==> src/shared/event_reporter_pkg.sv <==
// Package for the analog channel event reporter: register map, field
// positions, reset values, event and error codes, state encodings.
// Assumes an APB slave with 32-bit data, one aligned word per register.
package event_reporter_pkg;
    // Register byte offsets
    localparam logic [7:0] OFF_CTRL = 8'h00;
    localparam logic [7:0] OFF_DIAG_EN = 8'h04;
    localparam logic [7:0] OFF_HW_STATUS = 8'h08;
    localparam logic [7:0] OFF_HW_ACK = 8'h0C;
    localparam logic [7:0] OFF_DIAG_STATUS = 8'h10;
    localparam logic [7:0] OFF_DIAG_ACK = 8'h14;
    localparam logic [7:0] OFF_VALUE_STATUS = 8'h18;
    localparam logic [7:0] OFF_START_INFO = 8'h1C;
    // Control fields
    localparam int CTRL_VS_MODE_BIT = 0;
    localparam logic [31:0] CTRL_RESET = 32'h0000_0000;
    localparam logic [31:0] DIAG_EN_RESET = 32'h0000_0000;
    // Additional information layout
    localparam logic [15:0] USER_STRUCTURE_ID = 16'h0001;
    localparam int INFO_CHAN_LSB = 8;
    localparam int INFO_EVENT_LSB = 0;
    localparam int INFO_USI_LSB = 16;
    // Hardware interrupt event codes
    localparam logic [7:0] EV_LOW1 = 8'h03;
    localparam logic [7:0] EV_HIGH1 = 8'h04;
    localparam logic [7:0] EV_LOW2 = 8'h05;
    localparam logic [7:0] EV_HIGH2 = 8'h06;
    // Diagnostic error codes
    localparam logic [15:0] ERR_NONE = 16'h0000;
    localparam logic [15:0] ERR_WIRE_BREAK = 16'h0006;
    localparam logic [15:0] ERR_OVERFLOW = 16'h0007;
    localparam logic [15:0] ERR_UNDERFLOW = 16'h0008;
    localparam logic [15:0] ERR_PARAM = 16'h0010;
    localparam logic [15:0] ERR_COMMON_MODE = 16'h0118;
    // Fault bit positions within a channel fault vector, in check order
    localparam int FLT_WIRE_BREAK = 0;
    localparam int FLT_OVERFLOW = 1;
    localparam int FLT_UNDERFLOW = 2;
    localparam int FLT_COMMON_MODE = 3;
    localparam int FLT_PARAM = 4;
    localparam int FLT_W = 5;
    // Limit bit positions within a channel limit vector
    localparam int LIM_LOW1 = 0;
    localparam int LIM_HIGH1 = 1;
    localparam int LIM_LOW2 = 2;
    localparam int LIM_HIGH2 = 3;
    localparam int LIM_W = 4;
    // Error indicator flash period
    localparam int FLASH_NS = 250_000_000;
    localparam int CLK_NS = 4;
    localparam int FLASH_CYCLES = FLASH_NS / CLK_NS;
    // Hardware interrupt presentation states
    typedef enum logic [1:0] {
        HW_IDLE = 2'b01,
        HW_BUSY = 2'b10
    } hw_state_e;
endpackage : event_reporter_pkg

==> src/analog_channel_event_reporter.sv <==
// Event and diagnostic reporter for a multi-channel analog input block.
// Assumes synchronous limit/fault level inputs and an APB master.
// Overview of operation
// RULE_01: Channel faults raise diagnostic interrupt
// RULE_02: Limit crossings raise hardware interrupt
// RULE_03: Start information records triggering channel
// RULE_04: Simultaneous high limits: high 1 first
// RULE_05: Ordering ignores high limit 2 setting
// RULE_06: High 2 only after high 1 processed
// RULE_07: Low limits ordered likewise, low 1 first
// RULE_08: Info word: structure id, channel, event
// RULE_09: Channel byte holds channel number
// RULE_10: Event codes 03, 04, 05, 06
// RULE_11: Diagnostic alarm flashes error indicator
// RULE_12: Wire break reports code 6
// RULE_13: Overflow code 7, underflow code 8
// RULE_14: Parameter error reports code 10 hex
// RULE_15: Common mode reports code 118 hex
// RULE_16: Outside value status mode all faults checked
// RULE_17: Value status mode stops at first fault
// RULE_18: Host should enable all diagnostics
// RULE_19: Per-channel value status flag, 0 invalid
// RULE_20: Second-limit event held pending without loss
//
// The placing of the registers and register access over APB were chosen for this implementation.
`timescale 1ns/100ps
`default_nettype none
module analog_channel_event_reporter #(
    parameter int CHANNELS = 16,
    parameter int FLASH_CYCLES = event_reporter_pkg::FLASH_CYCLES
) (
    input wire logic pclk,
    input wire logic presetn,
    input wire logic psel,
    input wire logic penable,
    input wire logic pwrite,
    input wire logic [7:0] paddr,
    input wire logic [31:0] pwdata,
    output logic [31:0] prdata,
    output logic pready,
    output logic pslverr,
    input wire logic [CHANNELS*event_reporter_pkg::LIM_W-1:0] limit_cross,
    input wire logic [CHANNELS*event_reporter_pkg::FLT_W-1:0] fault_level,
    output logic hw_irq,
    output logic diag_irq,
    output logic error_led,
    output logic [CHANNELS-1:0] value_status_flag
);
    localparam int CW = $clog2(CHANNELS);
    localparam int NE = CHANNELS * event_reporter_pkg::LIM_W;

    // Error code of the first fault found in a fault vector
    function automatic logic [15:0] first_error(input logic [4:0] f);
        if (f[event_reporter_pkg::FLT_WIRE_BREAK])
            return event_reporter_pkg::ERR_WIRE_BREAK;
        else if (f[event_reporter_pkg::FLT_OVERFLOW])
            return event_reporter_pkg::ERR_OVERFLOW;
        else if (f[event_reporter_pkg::FLT_UNDERFLOW])
            return event_reporter_pkg::ERR_UNDERFLOW;
        else if (f[event_reporter_pkg::FLT_COMMON_MODE])
            return event_reporter_pkg::ERR_COMMON_MODE;
        else if (f[event_reporter_pkg::FLT_PARAM])
            return event_reporter_pkg::ERR_PARAM;
        else
            return event_reporter_pkg::ERR_NONE;
    endfunction : first_error

    // Mask keeping only the lowest set bit of a fault vector
    function automatic logic [4:0] first_only(input logic [4:0] f);
        return f & (~f + 5'h01);
    endfunction : first_only

    // Event code of a limit index
    function automatic logic [7:0] event_code(input logic [1:0] k);
        case (k)
            2'd0: return event_reporter_pkg::EV_LOW1;
            2'd1: return event_reporter_pkg::EV_HIGH1;
            2'd2: return event_reporter_pkg::EV_LOW2;
            default: return event_reporter_pkg::EV_HIGH2;
        endcase
    endfunction : event_code

    logic [31:0] ctrl_q, ctrl_d;
    logic [31:0] diag_en_q, diag_en_d;
    logic [NE-1:0] pend_q, pend_d;
    logic [NE-1:0] lim_prev_q, lim_prev_d;
    logic [CHANNELS-1:0] diag_q, diag_d;
    logic [15:0] err_q [CHANNELS];
    logic [15:0] err_d [CHANNELS];
    logic [CHANNELS*event_reporter_pkg::FLT_W-1:0] flt_prev_q, flt_prev_d;
    logic [CHANNELS-1:0] vsf_q, vsf_d;
    logic [31:0] info_q, info_d;
    logic [31:0] prdata_q, prdata_d;
    event_reporter_pkg::hw_state_e hw_state_q, hw_state_d;
    logic [31:0] flash_cnt_q, flash_cnt_d;
    logic led_q, led_d;
    logic wr_en, rd_en, hw_ack, vs_mode;
    logic [7:0] diag_sel;

    // APB decode, zero wait states
    assign wr_en = psel & penable & pwrite;
    assign rd_en = psel & ~penable & ~pwrite; // Setup cycle of a read
    assign pready = 1'b1;
    assign vs_mode = ctrl_q[event_reporter_pkg::CTRL_VS_MODE_BIT];
    assign hw_ack = wr_en & (paddr == event_reporter_pkg::OFF_HW_ACK);
    assign diag_sel = pwdata[15:8];

    always_comb
    begin
        pslverr = 1'b0;
        if (psel & penable)
        begin
            case (paddr)
                event_reporter_pkg::OFF_CTRL,
                event_reporter_pkg::OFF_DIAG_EN,
                event_reporter_pkg::OFF_HW_STATUS,
                event_reporter_pkg::OFF_HW_ACK,
                event_reporter_pkg::OFF_DIAG_STATUS,
                event_reporter_pkg::OFF_DIAG_ACK,
                event_reporter_pkg::OFF_VALUE_STATUS,
                event_reporter_pkg::OFF_START_INFO: pslverr = 1'b0;
                default: pslverr = 1'b1;
            endcase
        end
    end

    // Configuration registers
    always_comb
    begin
        ctrl_d = ctrl_q;
        diag_en_d = diag_en_q;
        if (wr_en && paddr == event_reporter_pkg::OFF_CTRL)
            ctrl_d = pwdata;
        if (wr_en && paddr == event_reporter_pkg::OFF_DIAG_EN)
            diag_en_d = {27'h0, pwdata[4:0]};
    end

    // Hardware interrupt capture and ordering
    always_comb
    begin
        int sel;
        int ch;
        logic [1:0] k;
        sel = -1;
        ch = 0;
        k = 2'd0;
        lim_prev_d = limit_cross;
        pend_d = pend_q;
        hw_state_d = hw_state_q;
        info_d = info_q;
        case (hw_state_q)
            event_reporter_pkg::HW_IDLE:
            begin
                // Lowest channel, then limit 1 before limit 2 per direction
                for (int i = NE - 1; i >= 0; i--)
                    if (pend_q[i])
                    begin
                        ch = i / event_reporter_pkg::LIM_W;
                        k = 2'(i % event_reporter_pkg::LIM_W);
                        if (k >= 2'd2 && pend_q[i - 2])
                            sel = i - 2; // RULE_04 RULE_05 RULE_07
                        else
                            sel = i;
                    end
                if (sel >= 0)
                begin
                    ch = sel / event_reporter_pkg::LIM_W;
                    k = 2'(sel % event_reporter_pkg::LIM_W);
                    info_d = {event_reporter_pkg::USER_STRUCTURE_ID, // RULE_08
                        8'(ch), event_code(k)}; // RULE_03 RULE_09 RULE_10
                    pend_d[sel] = 1'b0;
                    hw_state_d = event_reporter_pkg::HW_BUSY;
                end
            end
            event_reporter_pkg::HW_BUSY:
                // Next event only after the current one is processed
                if (hw_ack)
                    hw_state_d = event_reporter_pkg::HW_IDLE; // RULE_06 RULE_07
            default: hw_state_d = event_reporter_pkg::HW_IDLE;
        endcase
        // Rising edges queue after the take, so an edge in the cycle its bit is taken is not lost; repeat edges on a pending bit merge
        pend_d = pend_d | (limit_cross & ~lim_prev_q); // RULE_02 RULE_20
    end
    assign hw_irq = hw_state_q == event_reporter_pkg::HW_BUSY; // RULE_02

    // Diagnostic evaluation per channel
    always_comb
    begin
        logic [4:0] f;
        logic [4:0] fe;
        f = 5'h00;
        fe = 5'h00;
        diag_d = diag_q;
        flt_prev_d = fault_level;
        vsf_d = vsf_q;
        for (int c = 0; c < CHANNELS; c++)
        begin
            err_d[c] = err_q[c];
            f = fault_level[c*event_reporter_pkg::FLT_W +: 5];
            if (vs_mode)
                fe = first_only(f) & diag_en_q[4:0]; // RULE_16 RULE_17
            else
                fe = f & diag_en_q[4:0];
            vsf_d[c] = ~vs_mode | (f == 5'h00); // RULE_19
            if ((fe & ~flt_prev_q[c*event_reporter_pkg::FLT_W +: 5]) != 5'h00)
            begin
                diag_d[c] = 1'b1; // RULE_01
                err_d[c] = first_error(fe); // RULE_12 RULE_13 RULE_14 RULE_15
            end
            else if (wr_en && paddr == event_reporter_pkg::OFF_DIAG_ACK &&
                     pwdata[c])
                diag_d[c] = 1'b0;
        end
    end
    assign diag_irq = |diag_q; // RULE_01
    assign value_status_flag = vsf_q;

    // Flashing error indicator while any alarm stands
    always_comb
    begin
        flash_cnt_d = flash_cnt_q + 32'h1;
        led_d = led_q;
        if (!diag_irq)
        begin
            flash_cnt_d = 32'h0;
            led_d = 1'b0;
        end
        else if (flash_cnt_q >= 32'(FLASH_CYCLES - 1))
        begin
            flash_cnt_d = 32'h0;
            led_d = ~led_q; // RULE_11
        end
    end
    assign error_led = led_q;

    // Read data captured in the setup cycle, held through the access
    always_comb
    begin
        prdata_d = prdata_q;
        if (rd_en)
        begin
            case (paddr)
                event_reporter_pkg::OFF_CTRL: prdata_d = ctrl_q;
                event_reporter_pkg::OFF_DIAG_EN: prdata_d = diag_en_q;
                event_reporter_pkg::OFF_HW_STATUS:
                    prdata_d = {31'h0, hw_irq};
                event_reporter_pkg::OFF_DIAG_STATUS:
                    prdata_d = 32'(diag_q);
                event_reporter_pkg::OFF_DIAG_ACK:
                    prdata_d = {16'h0, err_q[diag_sel[CW-1:0]]};
                event_reporter_pkg::OFF_VALUE_STATUS: prdata_d = 32'(vsf_q);
                event_reporter_pkg::OFF_START_INFO: prdata_d = info_q;
                default: prdata_d = 32'h0;
            endcase
        end
    end
    assign prdata = prdata_q;

    // State registers
    always_ff @(posedge pclk or negedge presetn)
    begin
        if (!presetn)
        begin
            ctrl_q <= event_reporter_pkg::CTRL_RESET;
            diag_en_q <= event_reporter_pkg::DIAG_EN_RESET;
            pend_q <= '0;
            lim_prev_q <= '0;
            diag_q <= '0;
            flt_prev_q <= '0;
            vsf_q <= '0;
            info_q <= 32'h0;
            prdata_q <= 32'h0;
            hw_state_q <= event_reporter_pkg::HW_IDLE;
            flash_cnt_q <= 32'h0;
            led_q <= 1'b0;
            for (int c = 0; c < CHANNELS; c++)
                err_q[c] <= 16'h0;
        end
        else
        begin
            ctrl_q <= ctrl_d;
            diag_en_q <= diag_en_d;
            pend_q <= pend_d;
            lim_prev_q <= lim_prev_d;
            diag_q <= diag_d;
            flt_prev_q <= flt_prev_d;
            vsf_q <= vsf_d;
            info_q <= info_d;
            prdata_q <= prdata_d;
            hw_state_q <= hw_state_d;
            flash_cnt_q <= flash_cnt_d;
            led_q <= led_d;
            for (int c = 0; c < CHANNELS; c++)
                err_q[c] <= err_d[c];
        end
    end
endmodule : analog_channel_event_reporter
`default_nettype wire

==> config.mk <==
export PLATFORM = sky130hd
export DESIGN_NAME = analog_channel_event_reporter
export DESIGN_NICKNAME = d
export VERILOG_FILES = /design/src/shared/event_reporter_pkg.sv /design/src/analog_channel_event_reporter.sv
export SDC_FILE = /design/constraint.sdc
export NUM_CORES = 1
export LEC_CHECK = 0
export ABC_CLOCK_PERIOD_IN_PS = 7650
export BUFFER_PORTS_ARGS = -buffer_cell sky130_fd_sc_hd__buf_4
export CAP_MARGIN = 20
export CORE_MARGIN = 2
export CORE_UTILIZATION = 50
export CTS_CLUSTER_SIZE = 8
export DETAILED_ROUTE_END_ITERATION = 7
export PLACE_DENSITY = 0.71
export SYNTH_ARGS = -nofsm -noshare
export SYNTH_HDL_FRONTEND = slang
export SYNTH_SLANG_ARGS = --single-unit
==> constraint.sdc <==
create_clock -name pclk -period 7.65 [get_ports pclk]
set_input_delay 0.3825 -clock pclk [delete_from_list [all_inputs] [get_ports pclk]]
set_output_delay 0.3825 -clock pclk [all_outputs]
set_load 0.005 [all_outputs]
## After elaboration in Yosys (flattened, before gate mapping)

Memories as Yosys holds them, arrays and structs flattened.
Index checks and enable logic that the tools add are counted.

- Flip-flop bits (word level): 617
- Bits in read-only memories: 32
- Input port bits: 189
- Output and inout bits: 53
- Word-level logic and storage cells: 495
- Memories: 1

- $add $sub $neg: 18
- Order comparisons: 5
- Equality and inequality tests: 14
- Mux-type cells: 211
- Bitwise operators: 128
- Reduce and logical (&&, ||, !) cells: 75

Memory list:

| name | depth | bits a word | rd ports | clocked after Yosys merged registers in | wr ports | RTL line | source |
|---|---|---|---|---|---|---|---|
| (no name shown) | 32 | 1 | 1 | 0 | 0 | analog_channel_event_reporter.sv:113 | `case (paddr)` |

Operator list:

| kind | number |
|---|---|
| 32-bit two-way mux | 67 |
| 9-bit two-way mux | 64 |
| 5-bit bitwise AND | 64 |
| 32-bit case mux with 7 select lines | 1 |
| 5-bit two-way mux | 32 |
| 5-bit inverter | 32 |
| 64-bit bitwise AND | 2 |
| 64-bit two-way mux | 2 |
| 64-bit inverter | 2 |
| 5-bit by 1-bit adder with 5-bit output (second input constant) | 16 |
| 5-bit zero test | 16 |
| 5-bit nonzero test | 16 |
| 16-bit binary-select mux with 4-bit select | 1 |
| 32-bit by 1-bit greater-or-equal comparator with 1-bit output (second input constant) | 2 |
| 64-bit OR | 1 |
| 1-bit two-way mux | 37 |
| 32-bit by 1-bit adder with 32-bit output (second input constant) | 1 |
| 8-bit by 5-bit equality test with 1-bit output (second input constant) | 4 |
| 32-bit by 26-bit greater-or-equal comparator with 1-bit output (second input constant) | 1 |
| 32-bit by 8-bit < comparator with 1-bit output (second input constant) | 1 |
| 16-bit two-way mux | 2 |
| 2-bit nonzero test | 16 |
| 1-bit logical AND | 20 |
| 8-bit by 4-bit equality test with 1-bit output (second input constant) | 2 |
| 21 further kinds | 49 |

## Depth between registers and ports, before layout

Gate-level depths: netlist of run 1.

- Depth in word-level cells: 74
- Mapped depth: 12
- Gate-level depth less buffers: 12

## Worst setup path before layout of run 1

OpenSTA, ideal clock, no wires.

- Path type: reg2reg
- Start point: register pend_q[31]
- End point: register info_q[9]
- Library setup time: 125 ps
- Arrival time: 2,746 ps
- Slack: 4,779 ps
- Cell stages (with the launch flop): 12
- Buffers on the path: 1
- Clock period less this slack: 2,871 ps
- Cells stage by stage: dfrtp_1 -> or4_1 -> nor3_1 -> o21ai_0 -> o211ai_1 -> a311o_1 -> clkbuf_1 -> ha_1 -> nor2_1 -> ha_1 -> ha_1 -> mux2_2

- Word-level cells in the longest chain between the ends: 36

Ends and longest elaborated chain:

| item | RTL line | source |
|---|---|---|
| start: declaration | analog_channel_event_reporter.sv:85 | `logic [NE-1:0] pend_q, pend_d;` |
| start signal: assignment | analog_channel_event_reporter.sv:283 | `pend_q <= pend_d;` |
| 32-bit two-way mux * (32 in series) | analog_channel_event_reporter.sv:156 | `if (pend_q[i])` |
| 32-bit two-way mux * | analog_channel_event_reporter.sv:151 | `case (hw_state_q)` |
| parallel branches: the longest is 3 deep, another holds 32-bit by 1-bit greater-or-equal comparator with 1-bit output | n/a |  |
| end signal: assignment | analog_channel_event_reporter.sv:288 | `info_q <= info_d;` |
| end: declaration | analog_channel_event_reporter.sv:92 | `logic [31:0] info_q, info_d;` |

Mark *: on every way between the ends. The select of a mux whose other input is x is not followed.
A chain may end at the register's enable or synchronous reset.

## Worst setup path after layout of run 1

- Start point: register pend_q[11]
- End point: register pend_q[37]

- Word-level cells in the longest chain between the ends: 22

Ends and longest elaborated chain:

| item | RTL line | source |
|---|---|---|
| 32-bit two-way mux * (12 in series) | analog_channel_event_reporter.sv:156 |  |
| 32-bit two-way mux * | analog_channel_event_reporter.sv:151 |  |
| 32-bit by 1-bit greater-or-equal comparator with 1-bit output or 32-bit by 8-bit < comparator with 1-bit output (tied branches) | analog_channel_event_reporter.sv:165, analog_channel_event_reporter.sv:171 |  |
| 1-bit logical AND (implied by the code) | analog_channel_event_reporter.sv:171 | `pend_d[sel] = 1'b0;` |
| 1-bit two-way mux (implied by the code) | analog_channel_event_reporter.sv:171 |  |
| 1-bit demux with 6-bit select | analog_channel_event_reporter.sv:171 |  |
| 64-bit inverter (no source line) | n/a |  |
| 64-bit bitwise AND (no source line) | n/a |  |
| 64-bit two-way mux * | analog_channel_event_reporter.sv:165 | `if (sel >= 0)` |
| 64-bit two-way mux * | analog_channel_event_reporter.sv:151 |  |
| 64-bit OR * | analog_channel_event_reporter.sv:182 | `pend_d = pend_d \| (limit_cross & ~lim_prev_q);` |
| net pend_d[37] | analog_channel_event_reporter.sv:85 |  |

The timed path passes the listed nets; every way through them passes the cells marked *. The select of a mux whose other input is x is not followed.

==> flow_metrics.env, run 1 <==
export IMPL_status="finished clean"
export IMPL_clock_sinks=436
export IMPL_cts_setup_buffers=0
export IMPL_route_detailed_wl_per_inst_um=19.6
export IMPL_r2r_start="pend_q[11]"
export IMPL_finalNetCount=2364
export IMPL_critPathMaxFanout=11
export IMPL_vias=15094
export IMPL_die_height_um=198
export IMPL_drc=0
export IMPL_syn_area_um2=18800
export IMPL_final_core_util_pct=65.1
export IMPL_fmax_mhz=289
export IMPL_cts_resized_gates=0
export IMPL_synth_top_area_cell="dfrtp_1"
export IMPL_start_kind="register"
export IMPL_io_buffers=240
export IMPL_arrival_ps=3910
export IMPL_yosys_most_used_dff="dfrtp_1"
export IMPL_hold_path_class="in2reg"
export IMPL_setup_worst_path_end_class="register"
export IMPL_cts_root_buf="clkbuf_16"
export IMPL_dr_pass1_iters=5
export IMPL_critPathKind="reg2reg"
export IMPL_max_cap_viol_count=0
export IMPL_cts_max_level=2
export IMPL_yosysSeqAreaShare_pct=58.0
export IMPL_syn_area_per_cell_um2=10.7
export IMPL_period_share_pct=45.2
export IMPL_first_iter_violations=1038
export IMPL_met3_usage_pct=4.48
export IMPL_ff2ff_setup_slack_ps=4200
export IMPL_worst_pin_slew_ps=1100
export IMPL_grt_ovfl_total=0
export IMPL_holdBufCountCts=152
export IMPL_whs_ps=30.8
export IMPL_period_minus_slack_ps=3450
export IMPL_worstHoldPathCells=2
export IMPL_synth_edff_count=0
export IMPL_fin_worst_skew_ps=30.0
export IMPL_cts_path_max_buffers=3
export IMPL_numCtsBuffers=60
export IMPL_synth_most_common_cell="dfrtp_1"
export IMPL_grt_use_total_pct=27.5
export IMPL_fillers=2878
export IMPL_dp_hpwl_um=36400
export IMPL_met1_usage_pct=36.4
export IMPL_relSlewSlack_pct=26.5
export IMPL_leakagePower_nw=11.0
export IMPL_drtAntennaViolNets=0
export IMPL_grt_pass1_wl_um=83600
export IMPL_dp_worst_setup_slack_ps=4310
export IMPL_min_from="pwdata[7]"
export IMPL_setup_viol=0
export IMPL_core_rowCount=71
export IMPL_cts_tree="built"
export IMPL_startpoint="pend_q[11]"
export IMPL_busiest_layer="met2"
export IMPL_grt_start_max_net_pins=155
export IMPL_synth_area_leaders="dfrtp_1 58%, nand2_1 4.1%, o21ai_0 3.9%, mux2_2 3.8%, mux4_2 2.4%"
export IMPL_place_gp_congestion=0.934
export IMPL_wl_um=52800
export IMPL_ios=242
export IMPL_rsz0062_at_grt="false"
export IMPL_clk_latency_ps=610
export IMPL_core_region_area_um2=37400
export IMPL_syn_inst=1754
export IMPL_chipWidth_um=198
export IMPL_die_area_um2=39200
export IMPL_global_route_usage_met2_pct=45.9
export IMPL_antenna_found_initial=4
export IMPL_ys_types=68
export IMPL_synth_seq_cells=436
export IMPL_tns_ps=0
export IMPL_ir_drop_mv=0.165
export IMPL_routed_via_density=5.59
export IMPL_drv_slew=0
export IMPL_async_reset_ff_share_pct=100
export IMPL_reg2reg_depth=7
export IMPL_layout_setup_ws_ps=4200
export IMPL_cp_required_ps=8110
export IMPL_yosys_top_cells_count="435 x dfrtp_1, 208 x nand2_1, 146 x o21ai_0"
export IMPL_synth_warnings=0
export IMPL_grt_pass1_vias=15439
export IMPL_yosysTopAreaCellShare_pct=57.8
export IMPL_clk_pin_slew_ps=60
export IMPL_drive_gt1_share_pct=20.0
export IMPL_hold_violations=0
export IMPL_initial_utilization_pct=50.3
export IMPL_power_density_nw_per_um2=228
export IMPL_syn_to_final_growth_pct=29.3
state kept, by name, indices dropped and copies added, names as in the netlist, 12 cells and up:
name and count:
ctrl_q 32, diag_q 16, err_q 80, flash_cnt_q 32, flt_prev_q 80, info_q 12, lim_prev_q 64, pend_q 64
prdata 32, value_status_flag 16
power by group:
| group | total, W | internal [W] | switching [W] |
|---|---|---|---|
| logic | 0.000608 | 0.000277 | 0.000331 |
| registers | 0.00258 | 0.00248 | 0.000104 |
| clock network | 0.00237 | 0.00144 | 0.000931 |
| total | 0.00556 | 0.00420 | 0.00137 |
worst paths after layout:
check                            endpoint
setup reg to reg               pend_q[37]
hold / removal                  ctrl_q[7]
hold reg to reg                 pend_q[0]
min in group asynchronous  lim_prev_q[19]
max in group asynchronous      pend_q[45]
setup / recovery               pend_q[37]
worst max-delay path: stages, from the launching register on:
cell and delay, ps:
dfrtp_1 410, nor4_1 710, nand3_1 220, a211oi_1 240, o21ai_1 180, nand3b_1 680
nor2_1 690, o21ai_0 180
cell families after synthesis:
kind of cell | Yosys count | synth area share [%]
compound gates | 429 | 14.8
xor+xnor | 24 | 1.12
fa+ha+maj | 5 | 0.332
buf+inv | 157 | 3.20
flops | 436 | 58.0
mux | 95 | 6.80
other cells | 2 | 0.0399
simple gates | 606 | 15.8
through the flow:
| step | std cells | area, um^2 | power [W] |
|---|---|---|---|
| detailed placement | 2466 | 21200 | 0.00315 |
| global route | 2698 | 24400 | 0.00578 |
| CTS | 2696 | 24300 | 0.00560 |
| global placement | 2466 | 21200 | 0.00314 |
| floorplan | 1759 | 18800 | 0.00286 |
| finish | 2698 | 24400 | 0.00556 |
cell type report:
class                   instances  area (um^2)  share of cell area [%]
multi-input cells            1166         7340                    30.1
clock inverters                 3         47.5                   0.195
inverters                      98          368                    1.51
clock buffers                  75         1580                    6.48
well taps                     511          639                    2.63
repair buffers                408         3460                    14.2
diodes                          1         2.50                  0.0103
flip-flops and latches        436        10900                    44.8
routing by layer:
layer	part of all wire [%]	wire (um)	vias to the layer above
li1	-	-	7073
met1	42	22100	7408
met2	48	25500	490
met3	6.5	3440	119
met4	3.3	1760	4
met5	0.028	15	-
placed cells by master, fill, tap and decap left out, types with 33 or more instances in the layout:
cell type,n
mux2_2,63
buf_4,253
inv_1,98
o31ai_1,33
dlygate4sd3_1,152
clkbuf_16,61
dfrtp_1,434
a21oi_1,62
nand3_1,85
o21ai_0,146
nor2b_1,56
nor2_1,108
nand2_1,208
No activity file was read; power rests on OpenSTA's default activity.
==> run 2: changes to the inputs <==
--- a/config.mk
+++ b/config.mk
@@ -5,7 +5,7 @@
 export SDC_FILE = /design/constraint.sdc
 export NUM_CORES = 1
 export LEC_CHECK = 0
-export ABC_CLOCK_PERIOD_IN_PS = 7650
+export ABC_CLOCK_PERIOD_IN_PS = 3400
 export BUFFER_PORTS_ARGS = -buffer_cell sky130_fd_sc_hd__buf_4
 export CAP_MARGIN = 20
 export CORE_MARGIN = 2
==> constraint.sdc (replaced) <==
create_clock -name pclk -period 3.4 [get_ports pclk]
set_input_delay 0.17 -clock pclk [delete_from_list [all_inputs] [get_ports pclk]]
set_output_delay 0.17 -clock pclk [all_outputs]
set_load 0.005 [all_outputs]
==> run 2 against run 1 <==
Combinational power is 130% higher. Largest cell class unchanged. Clock skew is 21 ps lower. Core utilization is 1.0 points higher. Die area stayed put. Fmax is 14% higher. Critical path depth stayed put. Via count is 2.5% higher. Clock power is 120% higher. Total power is 120% higher. Sequential power is 130% higher. Final area is 1.6% higher.
==> flow_metrics.env, run 2 (synthesized netlist as in run 1, its figures left out) <==
export IMPL_r2r_start="pend_q[32]"
export IMPL_fillers=2860
export IMPL_route_detailed_wl_per_inst_um=19.8
export IMPL_tns_ps=0
export IMPL_hold_path_class="in2reg"
export IMPL_multiInputGateArea_um2=7340
export IMPL_die_area_um2=39200
export IMPL_power_density_nw_per_um2=504
export IMPL_antenna_found_initial=5
export IMPL_final_core_util_pct=66.2
export IMPL_cts_path_max_buffers=3
export IMPL_grt_use_total_pct=28.6
export IMPL_reg_top3="err_q: 80 flops, flt_prev_q: 80 flops"
export IMPL_wl_um=54300
export IMPL_fin_worst_skew_ps=9.45
export IMPL_dr_pass1_iters=5
export IMPL_die_height_um=198
export IMPL_cts_setup_buffers=0
export IMPL_status="finished clean"
export IMPL_met1_usage_pct=36.6
export IMPL_cp_required_ps=3900
export IMPL_grt_pass1_wl_um=86500
export IMPL_first_iter_violations=990
export IMPL_leakagePower_nw=11.2
export IMPL_cts_tree="built"
export IMPL_critPathMaxFanout=9
export IMPL_regArea_um2=10900
export IMPL_ff2ff_setup_slack_ps=370
export IMPL_vias=15476
export IMPL_initial_utilization_pct=50.3
export IMPL_drtAntennaViolNets=0
export IMPL_start_kind="register"
export IMPL_setup_viol=0
export IMPL_met3_usage_pct=6.37
export IMPL_relSlewSlack_pct=33.8
export IMPL_cpPeakStageDelay_ps=600
export IMPL_ir_drop_mv=0.344
export IMPL_final_cell_mix="434 x dfrtp_1, 273 x buf_4, 208 x nand2_1"
export IMPL_clk_pin_slew_ps=50
export IMPL_cts_root_buf="clkbuf_16"
export IMPL_finalNetCount=2409
export IMPL_arrival_ps=3530
export IMPL_reg2reg_depth=7
export IMPL_drc=0
export IMPL_final_common_cell="dfrtp_1"
export IMPL_busiest_layer="met2"
export IMPL_core_rowCount=71
export IMPL_worst_path_buf_inv=0
export IMPL_drv_slew=0
export IMPL_min_from="pwdata[8]"
export IMPL_cts_resized_gates=0
export IMPL_period_share_pct=89.1
export IMPL_critPathKind="reg2reg"
export IMPL_setup_worst_path_end_class="register"
export IMPL_global_route_usage_met2_pct=47.0
export IMPL_core_region_area_um2=37400
export IMPL_path_cells="or4_4 > or4b_1 > nor3_2 > a21oi_1 > nand3_1 > a21oi_1 > o21ai_0"
export IMPL_cpMostUsedCell="a21oi_1"
export IMPL_cts_max_level=2
export IMPL_drive_gt1_share_pct=20.5
export IMPL_slowest_stage="or4b_1"
export IMPL_fmax_mhz=330
export IMPL_period_minus_slack_ps=3030
export IMPL_numCtsBuffers=60
export IMPL_max_cap_viol_count=0
export IMPL_hold_path_endpoint="diag_q[8]"
export IMPL_rr_endpoint="pend_q[62]"
export IMPL_place_gp_congestion=0.947
export IMPL_routed_via_density=5.64
export IMPL_grt_start_max_net_pins=104
export IMPL_rsz0062_at_grt="false"
export IMPL_worst_pin_slew_ps=993
export IMPL_grt_ovfl_total=0
export IMPL_dp_hpwl_um=37500
export IMPL_chipWidth_um=198
export IMPL_clk_latency_ps=600
export IMPL_worstHoldPathCells=3
export IMPL_io_buffers=240
export IMPL_grt_pass1_vias=15992
export IMPL_hold_violations=0
export IMPL_cp_top_family="simple AND/OR/NAND/NOR gates"
export IMPL_syn_to_final_growth_pct=31.4
export IMPL_ios=242
export IMPL_clock_sinks=436
-- run 2: changes by cell type in the layout (fill, tap and decap cells not counted), sizes merged --
cell / before / now
inv: 100 / 98
dlygate4sd3: 152 / 176
buf: 255 / 277
diode: 1 / 4
bufinv: 1 / 0
clkinv: 0 / 1
-- run 2: worst max path at each step --
stage / end / cells past startpoint / slack, ps / start
final: pend_q[62] / 7 / 370 / pend_q[32]
after CTS: pend_q[62] / 7 / 430 / pend_q[32]
after detailed placement: pend_q[62] / 7 / 480 / pend_q[32]
after floorplan: info_q[9] / 11 / 530 / pend_q[31]
after global routing: pend_q[18] / 8 / 170 / pend_q[15]
after global placement: info_q[9] / 8 / 530 / pend_q[32]
-- run 2: worst reg2reg max path, cell delays in order (launching register included) --
cell	delay, ps
dfrtp_1	430
or4_4	600
or4b_1	600
nor3_2	350
a21oi_1	330
nand3_1	380
a21oi_1	150
o21ai_0	110
-- run 2: area by class of cell --
cell class,instances,area share [%]
Tap cell,511,2.58
Multi-Input combinational cell,1166,29.7
Timing Repair Buffer,453,15.7
Antenna cell,4,0.0405
Clock inverter,1,0.0202
Sequential cell,436,44.1
Inverter,98,1.49
Clock buffer,76,6.40
-- run 2: per-stage QoR --
| step | setup slack [ps] | cells | total power (W) | cell area [um^2] | hold WS, ps |
|---|---|---|---|---|---|
| finish | 370 | 2745 | 0.0125 | 24700 | 66.9 |
| global route | 174 | 2744 | 0.0130 | 24700 | 105 |
| CTS | 430 | 2741 | 0.0126 | 24700 | 46.7 |
| global placement | 526 | 2488 | 0.00709 | 21400 | 272 |
| floorplan | 529 | 1759 | 0.00643 | 18800 | -126 |
| detailed placement | 479 | 2488 | 0.00712 | 21400 | 282 |
-- run 2: metal layers --
| metal | vias to the layer above | wire length, um | part of all wire [%] |
|---|---|---|---|
| li1 | 7159 | - | - |
| met2 | 532 | 26100 | 48 |
| met3 | 170 | 3630 | 6.7 |
| met5 | - | 13 | 0.024 |
| met1 | 7613 | 22200 | 41 |
| met4 | 2 | 2340 | 4.3 |
-- run 2: where the power goes --
part	internal, W	leakage [nW]	switching [W]
sequential	0.00557	5.20	0.000243
combinational	0.000661	5.21	0.000754
clock	0.00317	0.773	0.00207
-- run 2: repair_timing --
action                                  4_1_cts  5_1_grt
endpoints found under the hold margin       387        0
hold buffers                                176        0
endpoints found under the setup margin        0        0
==> run 3: changes to the inputs <==
--- a/config.mk
+++ b/config.mk
@@ -10,6 +10,7 @@
 export CAP_MARGIN = 20
 export CORE_MARGIN = 2
 export CORE_UTILIZATION = 50
+export CTS_BUF_LIST = sky130_fd_sc_hd__clkbuf_16
 export CTS_CLUSTER_SIZE = 8
 export DETAILED_ROUTE_END_ITERATION = 7
 export PLACE_DENSITY = 0.71
==> run 3 against run 2 <==
Non-clock buffer count stayed put. Core utilization stayed put. Worst setup slack better by 16 ps. Fmax is 0.53% higher. Global-route usage hardly changed. Register-to-register slack better by 20 ps. Sequential power hardly changed.
==> flow_metrics.env, run 3 (synthesized netlist as in run 1, its figures left out) <==
export IMPL_cts_root_buf="clkbuf_16"
export IMPL_p_comb_share_pct=11.4
export IMPL_fin_worst_skew_ps=9.79
export IMPL_grt_ovfl_total=0
export IMPL_dp_worst_setup_slack_ps=479
export IMPL_cp_required_ps=3900
export IMPL_clock_sinks=436
export IMPL_cts_max_level=2
export IMPL_drtAntennaViolNets=0
export IMPL_grt_pass1_wl_um=86400
export IMPL_rr_endpoint="pend_q[62]"
export IMPL_final_common_cell="dfrtp_1"
export IMPL_vias=15459
export IMPL_start_kind="register"
export IMPL_drc=0
export IMPL_power_density_nw_per_um2=503
export IMPL_startpoint="pend_q[32]"
export IMPL_wl_um=54200
export IMPL_routed_via_density=5.63
export IMPL_reg2reg_depth=7
export IMPL_fmax_mhz=332
export IMPL_period_minus_slack_ps=3010
export IMPL_grt_use_total_pct=28.6
export IMPL_tns_ps=0
export IMPL_endpoint="pend_q[62]"
export IMPL_cts_path_max_buffers=3
export IMPL_path_cells="or4_4 > or4b_1 > nor3_2 > a21oi_1 > nand3_1 > a21oi_1 > o21ai_0"
export IMPL_reg_top3="err_q: 80 flops, flt_prev_q: 80 flops"
export IMPL_initial_utilization_pct=50.3
export IMPL_leakagePower_nw=11.2
export IMPL_clk_pin_slew_ps=50
export IMPL_die_area_um2=39200
export IMPL_seqPwrFrac_pct=46.8
export IMPL_clk_latency_ps=590
export IMPL_met1_usage_pct=36.6
export IMPL_p_clk_share_pct=41.8
export IMPL_rsz0062_at_grt="false"
export IMPL_arrival_ps=3520
export IMPL_final_cell_mix="434 x dfrtp_1, 273 x buf_4, 208 x nand2_1"
export IMPL_relSlewSlack_pct=33.5
export IMPL_power_switching_w=0.00308
export IMPL_hold_path_class="in2reg"
export IMPL_place_gp_congestion=0.947
export IMPL_core_region_area_um2=37400
export IMPL_p_int_w=0.00936
export IMPL_period_share_pct=88.7
export IMPL_status="finished clean"
export IMPL_route_detailed_wl_per_inst_um=19.8
export IMPL_layoutNonFillerInstCount=2745
export IMPL_syn_to_final_growth_pct=31.4
export IMPL_ff2ff_setup_slack_ps=390
export IMPL_drv_slew=0
export IMPL_dp_hpwl_um=37500
export IMPL_global_route_usage_met2_pct=46.8
export IMPL_p_sw_share_pct=24.8
export IMPL_cts_tree="built"
export IMPL_finalNetCount=2409
export IMPL_met3_usage_pct=6.37
export IMPL_core_rowCount=71
export IMPL_critPathKind="reg2reg"
export IMPL_max_cap_viol_count=0
export IMPL_cpMostUsedCell="a21oi_1"
export IMPL_worst_pin_slew_ps=997
export IMPL_grt_start_max_net_pins=104
export IMPL_hold_violations=0
export IMPL_holdBufCountCts=176
export IMPL_die_height_um=198
export IMPL_slowest_stage="or4_4"
export IMPL_cts_resized_gates=0
export IMPL_chipWidth_um=198
export IMPL_ir_drop_mv=0.343
export IMPL_setup_worst_path_end_class="register"
export IMPL_setup_viol=0
export IMPL_numCtsBuffers=60
export IMPL_busiest_layer="met2"
export IMPL_cts_setup_buffers=0
export IMPL_grt_pass1_vias=15994
export IMPL_dp_cells=2488
export IMPL_antenna_found_initial=5
export IMPL_io_buffers=240
export IMPL_critPathMaxFanout=9
export IMPL_dr_pass1_iters=7
export IMPL_drive_gt1_share_pct=20.5
export IMPL_ios=242
export IMPL_r2r_start="pend_q[32]"
export IMPL_layout_setup_ws_ps=386
export IMPL_first_iter_violations=993
export IMPL_cpPeakStageDelay_ps=600
[run 3: cell types whose count changed in the layout (fill, tap and decap cells not counted), sizes merged]
cell and change:
clkbuf -15, inv +15
[run 3: how the worst min path moves through the flow]
stage | startpoint | to | slack [ps] | cells after the start
final | pwdata[8] | diag_q[8] | 70 | 3
after global routing | pwdata[8] | diag_q[8] | 100 | 3
after CTS | paddr[4] | hw_state_q[1] | 50 | 5
after detailed placement | presetn | lim_prev_q[17] | 280 | 1
after global placement | presetn | lim_prev_q[17] | 270 | 1
after floorplan | presetn | ctrl_q[0] | -130 | 0
[run 3: power groups by stage]
| stage | Combinational [W] | Sequential, W | Clock [W] |
|---|---|---|---|
| final | 0.00142 | 0.00582 | 0.00520 |
| after global routing | 0.00157 | 0.00585 | 0.00552 |
| after CTS | 0.00141 | 0.00581 | 0.00530 |
| after detailed placement | 0.00123 | 0.00589 | 0 |
| after global placement | 0.00121 | 0.00588 | 0 |
| after floorplan | 0.000633 | 0.00579 | 0 |
[run 3: cell type report]
cell class,instances,area (um^2)
multi-input cells,1166,7340
clock inverters,16,61.3
fillers,2860,12700
flip-flops and latches,436,10900
inverters,98,368
clock buffers,61,1530
repair buffers,453,3890
well taps,511,639
diodes,4,10.0
[run 3: stage by stage]
stage	util [%]	hold WS [ps]	total power, W	area, um^2
6_report	66.2	65.8	0.0124	24700
3_5_place_dp	57.2	282	0.00712	21400
5_1_grt	66.2	105	0.0129	24700
2_1_floorplan	-	-126	0.00643	18800
4_1_cts	66.1	46.7	0.0125	24700
3_3_place_gp	57.2	272	0.00709	21400
[run 3: worst max-delay path: cells and delay by family (launching register included)]
family	cells	cell delay, ps
compound gates	3	560
simple gates	4	1920
flops	1	430
[run 3: per-layer routing]
layer,share of wire [%],vias to the layer above
met3,6.5,155
met5,0.024,-
met1,41,7605
li1,-,7157
met4,4.2,2
met2,48,540
